[config.mk]
export PLATFORM = sky130hd
export DESIGN_NAME = alo_exec
export DESIGN_NICKNAME = d
export VERILOG_FILES = /design/src/inc/alo_pkg.sv /design/src/alo_exec.sv
export SDC_FILE = /design/constraint.sdc
export NUM_CORES = 1
export LEC_CHECK = 0
export ABC_CLOCK_PERIOD_IN_PS = 2500
export BUFFER_PORTS_ARGS = -buffer_cell sky130_fd_sc_hd__buf_2
export CORE_UTILIZATION = 25
export CTS_CLUSTER_DIAMETER = 100
export DETAILED_ROUTE_END_ITERATION = 8
export GPL_TIMING_DRIVEN = 0
export PLACE_DENSITY_LB_ADDON = 0.08
export SYNTH_ARGS = -nofsm -noshare
export SYNTH_HDL_FRONTEND = slang
export SYNTH_SLANG_ARGS = --single-unit
[constraint.sdc]
create_clock -name sys_clk -period 2.5 [get_ports sys_clk]
set_clock_uncertainty 0.15 [all_clocks]
set_input_delay 0.5 -clock sys_clk [delete_from_list [all_inputs] [get_ports sys_clk]]
set_output_delay 0.5 -clock sys_clk [all_outputs]
set_load 0.01 [all_outputs]
[src/inc/alo_pkg.sv]
package alo_pkg;
    // instruction word layout
    localparam int INSN_W = 10;
    localparam int NIB_W = 4;
    localparam logic [5:0] OPC_ADD_IMM_HI = 6'h06;  // upper six bits of add-immediate, low four hold n
    localparam logic [9:0] OPC_ADD_MEM = 10'h00A;
    localparam logic [9:0] OPC_ADD_MEM_CARRY = 10'h00B;
    localparam logic [9:0] OPC_AND_MEM = 10'h018;
    localparam int IMM_LSB = 0;
    localparam int IMM_MSB = 3;
    localparam int OPC_HI_LSB = 4;
    // reset values
    localparam logic [3:0] ACC_RST = 4'h0;
    localparam logic CARRY_RST = 1'h0;
    localparam logic SKIP_RST = 1'h0;
    localparam logic DONE_RST = 1'h0;

    // operation selected by the decoder
    typedef enum logic [2:0] {
        OP_NONE = 3'b000,
        OP_ADD_IMM = 3'b001,
        OP_ADD_MEM = 3'b010,
        OP_ADD_MEM_CARRY = 3'b011,
        OP_AND_MEM = 3'b100
    } alo_op_type;

    // one issued instruction with its memory operand
    typedef struct packed {
        logic valid;
        logic [9:0] word;
        logic [3:0] mem_nibble;
    } alo_issue_type;

    // architectural results after the instruction
    typedef struct packed {
        logic [3:0] acc;
        logic carry_flag;
        logic skip_next;
    } alo_state_type;
endpackage

[src/alo_exec.sv]
// How it works
// - add-immediate adds low nibble n (0..15) to accumulator, one word, one cycle.
// - add-immediate without overflow skips next instruction; carry flag untouched.
// - add-immediate with overflow does not skip; accumulator keeps low four bits.
// - add-memory 00A adds addressed memory nibble to accumulator; carry flag unchanged.
// - add-memory-with-carry sums accumulator, memory, carry; carry-out loads carry flag.
// - AND 018 ands accumulator with addressed nibble; carry flag untouched; one cycle.
`timescale 1ns/1ns
module alo_exec
    import alo_pkg::*;
(
    // clock and reset
    input wire logic sys_clk,
    input wire logic rst,
    // issued instruction and memory nibble at the data pointer
    input wire alo_issue_type issue,
    // accumulator and carry flag, skip request for the sequencer
    output alo_state_type state,
    output logic done
);

    // decode of the instruction word
    function automatic alo_op_type decode(input logic [9:0] w);
        if (w[9:OPC_HI_LSB] == OPC_ADD_IMM_HI) begin
            decode = OP_ADD_IMM;
        end else if (w == OPC_ADD_MEM) begin
            decode = OP_ADD_MEM;
        end else if (w == OPC_ADD_MEM_CARRY) begin
            decode = OP_ADD_MEM_CARRY;
        end else if (w == OPC_AND_MEM) begin
            decode = OP_AND_MEM;
        end else begin
            decode = OP_NONE;
        end
    endfunction

    // datapath outline
    // one ripple adder serves all three additions, steered by the decoded op
    // the immediate and memory adds enter it with carry_in held low
    // the carry variant enters with the carry flag and loads its carry out
    // the AND path bypasses the adder and never touches the carry flag
    // an idle slot or an unknown word holds acc and carry and clears skip and done

    // full-adder sum bit, one per stage of the ripple chain
    function automatic logic fa_sum(input logic x, input logic y, input logic cin);
        fa_sum = x ^ y ^ cin;
    endfunction

    // full-adder carry bit, the majority of its three inputs
    function automatic logic fa_carry(input logic x, input logic y, input logic cin);
        fa_carry = (x & y) | (x & cin) | (y & cin);
    endfunction

    // operations whose accumulator result comes from the shared adder
    function automatic logic op_uses_adder(input alo_op_type o);
        case (o)
            OP_ADD_IMM: begin
                op_uses_adder = 1'h1;
            end
            OP_ADD_MEM: begin
                op_uses_adder = 1'h1;
            end
            OP_ADD_MEM_CARRY: begin
                op_uses_adder = 1'h1;
            end
            default: begin
                op_uses_adder = 1'h0;
            end
        endcase
    endfunction

    // operations that take their second operand from data memory
    function automatic logic op_reads_memory(input alo_op_type o);
        case (o)
            OP_ADD_MEM: begin
                op_reads_memory = 1'h1;
            end
            OP_ADD_MEM_CARRY: begin
                op_reads_memory = 1'h1;
            end
            OP_AND_MEM: begin
                op_reads_memory = 1'h1;
            end
            default: begin
                op_reads_memory = 1'h0;
            end
        endcase
    endfunction

    // the one operation that both reads and loads the carry flag
    function automatic logic op_uses_carry(input alo_op_type o);
        case (o)
            OP_ADD_MEM_CARRY: begin
                op_uses_carry = 1'h1;
            end
            default: begin
                op_uses_carry = 1'h0;
            end
        endcase
    endfunction

    // the one operation that may ask the sequencer to skip
    function automatic logic op_may_skip(input alo_op_type o);
        case (o)
            OP_ADD_IMM: begin
                op_may_skip = 1'h1;
            end
            default: begin
                op_may_skip = 1'h0;
            end
        endcase
    endfunction

    // the one operation that bypasses the adder
    function automatic logic op_is_and(input alo_op_type o);
        case (o)
            OP_AND_MEM: begin
                op_is_and = 1'h1;
            end
            default: begin
                op_is_and = 1'h0;
            end
        endcase
    endfunction

    // architectural registers and their next values
    logic [3:0] acc_q;
    logic [3:0] acc_d;
    logic carry_q;
    logic carry_d;
    logic skip_q;
    logic skip_d;
    logic done_q;
    logic done_d;

    // decoded operation and its steering strobes
    alo_op_type op;
    logic uses_adder;
    logic reads_memory;
    logic uses_carry;
    logic may_skip;
    logic is_and_mem;

    // shared adder operands, ripple chain and results
    logic [NIB_W-1:0] imm_n;
    logic [NIB_W-1:0] opnd_b;
    logic carry_in;
    wire [NIB_W:0] ripple;
    wire [NIB_W-1:0] sum_bits;
    wire [NIB_W-1:0] and_bits;
    logic carry_out;
    logic imm_ovf;

    // decode once per edge; an idle slot or an unknown word becomes OP_NONE
    assign op = issue.valid ? decode(issue.word) : OP_NONE;
    assign uses_adder = op_uses_adder(op);
    assign reads_memory = op_reads_memory(op);
    assign uses_carry = op_uses_carry(op);
    assign may_skip = op_may_skip(op);
    assign is_and_mem = op_is_and(op);

    // second operand: immediate field n, or the nibble at the data pointer
    assign imm_n = issue.word[IMM_MSB:IMM_LSB];
    assign opnd_b = reads_memory ? issue.mem_nibble : imm_n;

    // only the carry variant feeds the carry flag into bit 0
    assign carry_in = uses_carry ? carry_q : 1'h0;
    assign ripple[0] = carry_in;

    // four-stage ripple adder shared by all three additions
    // one chain in the datapath instead of three parallel adders
    for (genvar i = 0; i < NIB_W; i++) begin : g_add
        assign sum_bits[i] = fa_sum(acc_q[i], opnd_b[i], ripple[i]);
        assign ripple[i + 1] = fa_carry(acc_q[i], opnd_b[i], ripple[i]);
    end

    // bitwise AND with the addressed nibble, one gate per bit
    for (genvar j = 0; j < NIB_W; j++) begin : g_and
        assign and_bits[j] = acc_q[j] & issue.mem_nibble[j];
    end

    // carry out of bit 3; with carry_in low this is the immediate overflow
    assign carry_out = ripple[NIB_W];
    assign imm_ovf = carry_out;

    // accumulator: AND result, low four bits of the sum, or held
    assign acc_d = is_and_mem ? and_bits : (uses_adder ? sum_bits : acc_q);
    // carry flag: loaded by the carry variant only, every other word leaves it
    assign carry_d = uses_carry ? carry_out : carry_q;
    // skip request when the immediate add stayed inside four bits
    assign skip_d = may_skip & ~imm_ovf;
    // completion pulse for every recognised word
    assign done_d = (op != OP_NONE);

    // results land one edge after the word is taken
    // skip_next and done stand for that one cycle only,
    // so the sequencer must act on skip_next before the next edge

    // accumulator register
    always_ff @(posedge sys_clk or posedge rst) begin
        if (rst) begin
            acc_q <= ACC_RST;
        end else begin
            acc_q <= acc_d;
        end
    end

    // carry flag register
    always_ff @(posedge sys_clk or posedge rst) begin
        if (rst) begin
            carry_q <= CARRY_RST;
        end else begin
            carry_q <= carry_d;
        end
    end

    // skip request register, a one-cycle pulse
    always_ff @(posedge sys_clk or posedge rst) begin
        if (rst) begin
            skip_q <= SKIP_RST;
        end else begin
            skip_q <= skip_d;
        end
    end

    // completion register, a one-cycle pulse
    always_ff @(posedge sys_clk or posedge rst) begin
        if (rst) begin
            done_q <= DONE_RST;
        end else begin
            done_q <= done_d;
        end
    end

    // outputs come straight from the registers
    assign state = '{acc: acc_q, carry_flag: carry_q, skip_next: skip_q};
    assign done = done_q;
endmodule

==> summary.txt, run 1 <==
post-layout instance area - 811 sq um
first-pass GRT wire length - 2260 um
max_slew headroom - 0.734
startpoint types - primary input
syn avg cell area - 11.0 sq um
Core ar. - 0.00206 sq mm
CTS root buf - clkbuf_4
final WL - 1260 um
Via-to-Cell Ratio - 4.63
cell count after synthesis - 52
Area Growth Syn to Fin - 42.1%
row count - 16
number of global-route vias before repair - 526
post-synthesis cell area - 571 sq um
antenna cells - 0
final setup vio count - 5
I/O pin cnt - 24
HP Class - in2async
fraction of layout cells with a size suffix above 1 - 0.566
first-iteration detailed-routing DRC count - 9
clk_lat worst skew - 0.25 ns
die width - 49.8 um
Seq/Total Area, Yosys - 0.307
Yosys top cell area share - 0.307
Tot Pwr - 358 uW
RSZ-0062 raised after global routing - yes
synthesis-stage register bit count - 7
fillcell total - 218
Antenna Nets Post-Route - 0
Worst Setup End Kind - flip-flop
drt pass-1 iters - 3
Seq pwr share - 0.401
top post-synthesis cells by area - dfrtp_1, fa_1, a221o_1
area of the multi-input gates - 365 sq um
Fin. Hold Viols - 0
Area after DPL - 737 sq um
Port Buf Inserts - 23
final core utilization - 0.393
H-tree depth - 1
Worst-Margin Slew - 0.397 ns
Overflow after GRT - 0
min Tclk post-route - 3.21 ns
Logic pwr share - 0.309
Sequential Area - 175 sq um
clk sinks - 7
status - finished, violations left
final max-slew violation count - 0
initial antenna violation count - 0
via count - 509
CP arrival - 3.25 ns
fmax - 0.312 GHz
die height - 49.8 um
Clock Path Buffers - 2
switching power - 112 uW
clk slew on worst S/H paths - 0.06 ns
Post-CTS Hold Buffers - 0
CTS tree - built
violated checks - negative setup slack
worst setup margin - -0.709 ns
CTS Buf Count - 3
Pint - 247 uW
Clock power frac - 0.290
Worst VDD drop - 0.168 mV
critical path type - in2reg
Die Footprint - 0.00248 sq mm
Unique masters post-synth - 24
CP Data Required Time - 2.54 ns
Cell Pwr Density - 442 mW/mm^2
warning count from the yosys run - 0
Final Cycle Share - 1.28
Yosys top cell by area - dfrtp_1
wire per inst - 11.5 um
sw frac - 0.311
syn nets - 73
leakage power - 0.428 nW
HPWL Detailed - 1030 um
starting density of the core - 0.277
largest net degree at the start of global routing - 8
Total GRT Usage - 0.127
max cap viols - 0
Final nets - 105
DRC violations left - 0
setup slack, reg-to-reg - 0.12 ns
placer congestion estimate - 0.741
CP Max Fanout - 3
[path summary, 6_finish.rpt]
kind / cells past startpoint / startpoint / end
hold reg to reg: 1 / acc_q[0] / acc_q[0]
min in group sys_clk: 2 / issue[4] / carry_q
setup / recovery: 13 / issue[9] / acc_q[3]
max in group asynchronous: 2 / rst / acc_q[0]
hold / removal: 2 / rst / acc_q[1]
setup reg to reg: 9 / carry_q / acc_q[3]
[placed cells by master, fill, tap and decap left out, drive strengths merged]
cell and n:
a21oi 1, or4b 2, inv 8, a221o 4, fa 4, a31oi 1, mux2i 2, and2 1
nand4 1, and3 5, a21o 1, clkbuf 4, dfrtp 7, buf 30, a41oi 1, nor2 2
o221a 1, and4bb 1, nor2b 1, mux2 1, or3b 1, nor3b 2, o21ai 2
[power groups by stage]
stage / Sequential [mW] / Clock, mW / Combinational [mW]
after floorplan: 0.150 / 0 / 0.0598
after global placement: 0.145 / 0 / 0.107
after detailed placement: 0.145 / 0 / 0.109
after CTS: 0.144 / 0.109 / 0.113
after global routing: 0.147 / 0.116 / 0.128
final: 0.144 / 0.104 / 0.111
[area by class of cell]
cell class	count	area share
multi-input combinational	34	0.451
sequential	7	0.216
buffer	2	0.0185
tap	27	0.0417
inverter	8	0.0370
clock buffer	4	0.0324
timing repair buffer	28	0.204
[sequential cells by signal (all words and copies together) (netlist names)]
name     cells
carry_q      1
skip_q       1
done         1
acc_q        4
[cell usage after synthesis]
library cell	number
o21ai_1	1
buf_4	3
nand4_1	1
o21ai_0	1
nor3b_1	1
a41oi_1	1
o221a_4	1
and4bb_2	1
a21oi_1	1
fa_1	4
and3_1	5
or4b_4	2
a221o_1	4
nor2_1	2
inv_1	8
a21o_1	1
nor2b_4	1
mux2i_1	2
dfrtp_1	7
and2_1	1
a31oi_1	1
or3b_2	1
mux2_1	1
nor3b_2	1
[stage by stage]
stage	hold WS [ns]	instances	setup slack [ns]	setup TNS [ns]
final	0.0242	110	-0.709	-2.43
after global placement	0.302	102	-1.09	-4.65
after floorplan	0.153	52	-0.900	-3.43
after global routing	0.0385	110	-0.791	-2.80
after CTS	0.0283	109	-0.709	-2.49
after detailed placement	0.303	102	-1.12	-4.72
[repair_timing]
| action | CTS | global route |
|---|---|---|
| cloned | 0 | 0 |
| pin swaps | 4 | 2 |
| buffers inserted | 4 | 1 |
| setup endpoints to repair | 6 | 5 |
| resized for setup | 5 | 0 |
[layer usage]
| metal | wire [um] | part of all wire | vias to the layer above | global-route usage |
|---|---|---|---|---|
| li1 | - | - | 251 | - |
| met1 | 619 | 0.49 | 239 | 0.157 |
| met2 | 561 | 0.44 | 17 | 0.198 |
| met3 | 59 | 0.047 | 2 | 0.0216 |
| met4 | 22 | 0.017 | 0 | 0.0857 |
| met5 | 0 | 0 | - | 0 |
[worst max-delay path: stages]
cell and delay [ns]:
buf_6 0.09, or4b_4 0.55, nor2b_4 0.13, and2_4 0.18, mux2i_4 0.24, fa_2 0.22, inv_2 0.04, fa_2 0.33
fa_2 0.34, inv_2 0.06, fa_1 0.39, inv_1 0.06, a221o_1 0.13
[logic make-up (layout without fill, tap and decap cells)]
group / Yosys count / in the layout / synth area share
flops: 7 / 7 / 0.307
simple gates: 16 / 16 / 0.235
fa+ha+maj: 4 / 4 / 0.140
compound gates: 11 / 11 / 0.171
buf+inv: 11 / 42 / 0.0921
mux: 3 / 3 / 0.0548
Note: power is estimated with default switching activity, not from simulation.
==> run 2, diff against run 1 <==
CORE_UTILIZATION = 30   (was 25)
==> run 2 against run 1 <==
  * Via count increased by 1.6%
  * Die area fell by 16%
  * Critical path type unchanged
  * Highest routed layer unchanged
  * First-iteration DRC count down 67%
  * Largest power group unchanged
  * The run still ends with negative setup slack left
==> summary.txt, run 2 (synthesis gave the netlist of run 1 again) <==
status - finished, violations left
violated checks - negative setup slack
leakage power - 0.429 nW (+0.29%)
Worst R2R Path Depth - 9 (unchanged)
final core utilization - 0.465 (+0.0713)
fmax - 0.311 GHz (-0.12%)
RSZ-0062 raised after global routing - yes
I/O pin cnt - 24 (unchanged)
Final nets - 105 (unchanged)
worst setup margin - -0.713 ns (-0.00395 ns)
H-tree depth - 1 (unchanged)
Worst Setup End Kind - flip-flop
Hold WS - 0.00903 ns (-0.0151 ns)
Antenna Nets Post-Route - 0 (unchanged)
CP Max Fanout - 3 (unchanged)
wire per inst - 11.3 um (-1.4%)
setup slack, reg-to-reg - 0.06 ns (-0.06 ns)
Area Growth Syn to Fin - 42.1% (unchanged)
initial antenna violation count - 0 (unchanged)
post-layout instance area - 811 sq um (unchanged)
max cap viols - 0 (unchanged)
CP startpoint - issue[9]
placer congestion estimate - 0.689 (-6.9%)
first-iteration detailed-routing DRC count - 3 (-6)
HP Class - in2async
min Tclk post-route - 3.21 ns (+0.00395 ns)
Largest Register - acc_q
RR Endpoint - acc_q[3]
commonest non-fill, non-tap cell in the layout - buf_2
final WL - 1220 um (-3.2%)
clk sinks - 7 (unchanged)
antenna cells - 0 (unchanged)
number of global-route vias before repair - 469 (-11%)
Final Cycle Share - 1.29 (+0.00158)
CP arrival - 3.26 ns (about the same)
via count - 517 (+1.6%)
Via-to-Cell Ratio - 4.79 (+3.5%)
Clock Path Buffers - 2 (unchanged)
Area after DPL - 734 sq um (-0.34%)
FF-to-FF Start - carry_q
CTS root buf - clkbuf_4
HPWL Detailed - 970 um (-6.0%)
startpoint types - primary input
die width - 45.6 um (-8.4%)
CTS Buf Count - 3 (unchanged)
CTS tree - built
clk slew on worst S/H paths - 0.06 ns (about the same)
starting density of the core - 0.327 (+0.0502)
Port Buf Inserts - 23 (unchanged)
Worst VDD drop - 0.217 mV (+29%)
CP Data Required Time - 2.55 ns (about the same)
largest net degree at the start of global routing - 8 (unchanged)
first-pass GRT wire length - 1970 um (-13%)
fillcell total - 171 (-22%)
DRC violations left - 0 (unchanged)
fraction of layout cells with a size suffix above 1 - 0.566 (unchanged)
row count - 15 (-1)
max_slew headroom - 0.759 (+0.0254)
Tot Pwr - 366 uW (+2.1%)
Worst-Margin Slew - 0.359 ns (-0.0378 ns)
Core ar. - 0.00175 sq mm (-15%)
Cell Pwr Density - 451 mW/mm^2 (+2.1%)
Total GRT Usage - 0.138 (+0.0110)
final setup vio count - 5 (unchanged)
final max-slew violation count - 0 (unchanged)
Fin. Hold Viols - 0 (unchanged)
die height - 45.6 um (-8.4%)
Post-CTS Hold Buffers - 0 (unchanged)
drt pass-1 iters - 4 (+1)
critical path type - in2reg
most frequent cells in the layout - buf_2, buf_4, dfrtp_1
Largest register FFs - 4 (unchanged)
Die Footprint - 0.00208 sq mm (-16%)
Overflow after GRT - 0 (unchanged)
final setup TNS - -2.48 ns (-0.0452 ns)
clk_lat worst skew - 0.26 ns (about the same)
run 2: cell types whose count changed in the layout (fill, tap and decap cells not counted):
cell | previous run | this run
or3b_4 | 0 | 1
or3b_2 | 1 | 0
run 2: per-stage QoR:
stage               cells  setup slack (ns)
CTS                   107            -0.736
global placement      100             -1.10
finish                108            -0.713
global route          108            -0.808
detailed placement    100             -1.13
floorplan              52            -0.900
run 2: how the worst max path moves through the flow:
stage	end	depth (start not counted)	slack, ns
floorplan	acc_q[3]	13	-0.90
global placement	acc_q[3]	14	-1.10
detailed placement	acc_q[3]	14	-1.13
CTS	acc_q[3]	13	-0.74
global route	acc_q[3]	13	-0.81
finish	acc_q[3]	13	-0.71
run 2: repair_timing:
item / 4_1_cts / 5_1_grt
setup buffers: 4 / 1
gates resized for setup: 5 / 1
pin swaps: 5 / 3
endpoints found under the setup margin: 6 / 5
run 2: metal layers:
metal | part of all wire | GRT usage
met2 | 0.47 | 0.217
met3 | 0.042 | 0.0119
met5 | 0 | 0
met4 | 0.014 | 0.0727
met1 | 0.48 | 0.185
run 2: cell type report:
type | instances | area [sq um] | area share
multi-input cells | 34 | 368 | 0.454
flip-flops and latches | 7 | 175 | 0.216
repair buffers | 28 | 165 | 0.204
well taps | 25 | 31.3 | 0.0386
inverters | 8 | 30.0 | 0.0370
clock buffers | 4 | 26.3 | 0.0324
plain buffers | 2 | 15.0 | 0.0185
run 2: critical path: stages:
cell and delay [ns]:
buf_6 0.09, or4b_4 0.55, nor2b_4 0.13, and2_4 0.18
mux2i_4 0.22, fa_2 0.21, inv_2 0.04, fa_2 0.33
fa_2 0.36, inv_2 0.06, fa_1 0.39, inv_1 0.06
a221o_1 0.13
run 2: power by group:
group / internal, mW / switching [mW]
registers: 0.128 / 0.0167
clock network: 0.0612 / 0.0467
logic: 0.0600 / 0.0538
total: 0.249 / 0.117
==> run 3, diff against run 2 <==
CTS_BUF_LIST = sky130_fd_sc_hd__clkbuf_4 sky130_fd_sc_hd__clkbuf_8   (was unset)
==> run 3 against run 2 <==
  * The flow still finishes with violations (negative setup slack)
  * Via count shrank 0.58%
  * Setup slack gained 0.0026 ns
  * Cell count is the same
  * Critical path depth is the same
  * First-iteration DRC count grew 33%
  * Design area grew 0.46%
  * Count of clock-buffer cells in the layout is the same
  * Register-to-register slack is essentially flat
  * Largest cell class unchanged
  * Sequential share of layout area shrank 0.10 points
  * Clock power grew 9%
  * Highest routed layer unchanged
  * Flip-flop and latch count is the same
  * Wire length shrank 0.16%
==> summary.txt, run 3 (synthesis gave the netlist of run 1 again) <==
status - finished, violations left
violated checks - negative setup slack
CP max stage delay - 0.55 ns (about the same)
fraction of layout cells with a size suffix above 1 - 0.578 (+0.0120)
first-pass GRT wire length - 1970 um (unchanged)
CTS root buf - clkbuf_4
placer congestion estimate - 0.689 (unchanged)
final setup vio count - 5 (unchanged)
number of global-route vias before repair - 469 (unchanged)
leakage power - 0.433 nW (+0.80%)
Pint - 260 uW (+4.3%)
placed cells - 100 (unchanged)
Largest Register - acc_q
Port Buf Inserts - 23 (unchanged)
Worst-Margin Slew - 0.359 ns (unchanged)
DRC violations left - 0 (unchanged)
Area after DPL - 734 sq um (unchanged)
clk slew on worst S/H paths - 0.06 ns (about the same)
final WL - 1220 um (-0.16%)
Overflow after GRT - 0 (unchanged)
CTS tree - built
startpoint types - primary input
Antenna Nets Post-Route - 0 (unchanged)
CTS Buf Count - 3 (unchanged)
crit-path cells - buf_6 > or4b_4 > nor2b_4 > and2_4 > mux2i_4 > fa_2 > inv_2 > fa_2 > fa_2 > inv_2 > fa_1 > inv_1 > a221o_1
HP Class - in2async
worst setup margin - -0.711 ns (+0.00261 ns)
CP delay by family, top - adder cells
Tot Pwr - 376 uW (+2.8%)
WP buf/inv - 4 (unchanged)
CP most frequent cell - fa_2
RSZ-0062 raised after global routing - yes
antenna cells - 0 (unchanged)
Post-CTS Hold Buffers - 0 (unchanged)
I/O pin cnt - 24 (unchanged)
CP Max Fanout - 3 (unchanged)
Total GRT Usage - 0.138 (unchanged)
Final nets - 105 (unchanged)
CP arrival - 3.26 ns (about the same)
via count - 514 (-0.58%)
Fin. Hold Viols - 0 (unchanged)
fmax - 0.311 GHz (about the same)
non-filler cells in the finished layout - 108 (unchanged)
max_slew headroom - 0.759 (unchanged)
initial antenna violation count - 0 (unchanged)
max cap viols - 0 (unchanged)
starting density of the core - 0.327 (unchanged)
Cell Pwr Density - 462 mW/mm^2 (+2.4%)
die height - 45.6 um (unchanged)
H-tree depth - 1 (unchanged)
Hold WS - 0.00948 ns (+0.000452 ns)
final max-slew violation count - 0 (unchanged)
die width - 45.6 um (unchanged)
Clock power frac - 0.315 (+0.020)
HPWL Detailed - 970 um (unchanged)
Core ar. - 0.00175 sq mm (unchanged)
Die Footprint - 0.00208 sq mm (unchanged)
CP Data Required Time - 2.55 ns (about the same)
fillcell total - 172 (+0.58%)
Critical Path Slowest Stage Cell - or4b_4
sw frac - 0.310 (-0.00988)
Logic pwr share - 0.302 (-0.009)
commonest non-fill, non-tap cell in the layout - buf_2
largest net degree at the start of global routing - 8 (unchanged)
critical path type - in2reg
clk_lat worst skew - 0.26 ns (about the same)
drt pass-1 iters - 4 (unchanged)
wire per inst - 11.3 um (-0.16%)
row count - 15 (unchanged)
switching power - 117 uW (-0.33%)
Final Cycle Share - 1.28 (about the same)
post-layout instance area - 815 sq um (+0.46%)
Clock Path Buffers - 2 (unchanged)
min Tclk post-route - 3.21 ns (-0.00261 ns)
Largest register FFs - 4 (unchanged)
clk sinks - 7 (unchanged)
Worst Setup End Kind - flip-flop
Seq pwr share - 0.383 (-0.011)
most frequent cells in the layout - buf_2, buf_4, dfrtp_1
first-iteration detailed-routing DRC count - 4 (+1)
Via-to-Cell Ratio - 4.76 (-0.58%)
Area Growth Syn to Fin - 42.8%
Worst VDD drop - 0.217 mV (-0.17%)
-- run 3: cell count changes in the layout (fill, tap and decap cells not counted) --
cell	before	now
clkbuf_4	3	4
clkbuf_1	1	0
-- run 3: routing by layer --
metal | part of all wire | vias to the layer above | global-route usage
met5 | 0 | - | 0
met4 | 0.014 | 0 | 0.0727
met3 | 0.042 | 2 | 0.0119
met2 | 0.46 | 20 | 0.217
met1 | 0.48 | 240 | 0.185
li1 | - | 252 | -
-- run 3: metrics by stage --
step                setup TNS [ns]   util  setup WS [ns]
floorplan                    -3.43      -         -0.900
global placement             -4.68  0.421          -1.10
detailed placement           -4.77  0.421          -1.13
CTS                          -2.61  0.461         -0.736
global route                 -2.89  0.467         -0.808
finish                       -2.46  0.467         -0.711
-- run 3: repair_timing --
action	in CTS	in global routing
gates resized for setup	5	1
setup buffers	4	1
pin swaps	5	2
endpoints found under the setup margin	6	5
-- run 3: power groups by stage --
stage / clock network, mW / logic [mW] / registers [mW]
final: 0.118 / 0.114 / 0.144
after global routing: 0.124 / 0.131 / 0.146
after CTS: 0.119 / 0.115 / 0.144
after detailed placement: 0 / 0.111 / 0.145
after global placement: 0 / 0.109 / 0.146
after floorplan: 0 / 0.0598 / 0.150
-- run 3: layout make-up --
type / instances / area (sq um) / area share
multi-input combinational: 34 / 368 / 0.452
buffer: 2 / 15.0 / 0.0184
inverter: 8 / 30.0 / 0.0369
sequential: 7 / 175 / 0.215
clock buffer: 4 / 30.0 / 0.0369
timing repair buffer: 28 / 165 / 0.203
tap: 25 / 31.3 / 0.0384
-- run 3: path summary, 6_finish.rpt --
kind                           from       end  slack (ns)  cells past startpoint
setup / recovery           issue[9]  acc_q[3]       -0.71                     13
hold / removal                  rst  acc_q[1]       0.009                      2
setup reg to reg            carry_q  acc_q[3]        0.06                      9
hold reg to reg            acc_q[0]  acc_q[0]        0.41                      1
max in group asynchronous       rst  acc_q[0]        1.98                      2
min in group sys_clk       issue[4]   carry_q        0.39                      2
-- run 3: worst reg2reg max path, delay by kind of cell, from the launching register on --
kind	cells	cell delay, ns
compound gates	1	0.30
buf+inv	3	0.13
flops	1	0.37
simple gates	1	0.13
fa+ha+maj	4	1.24
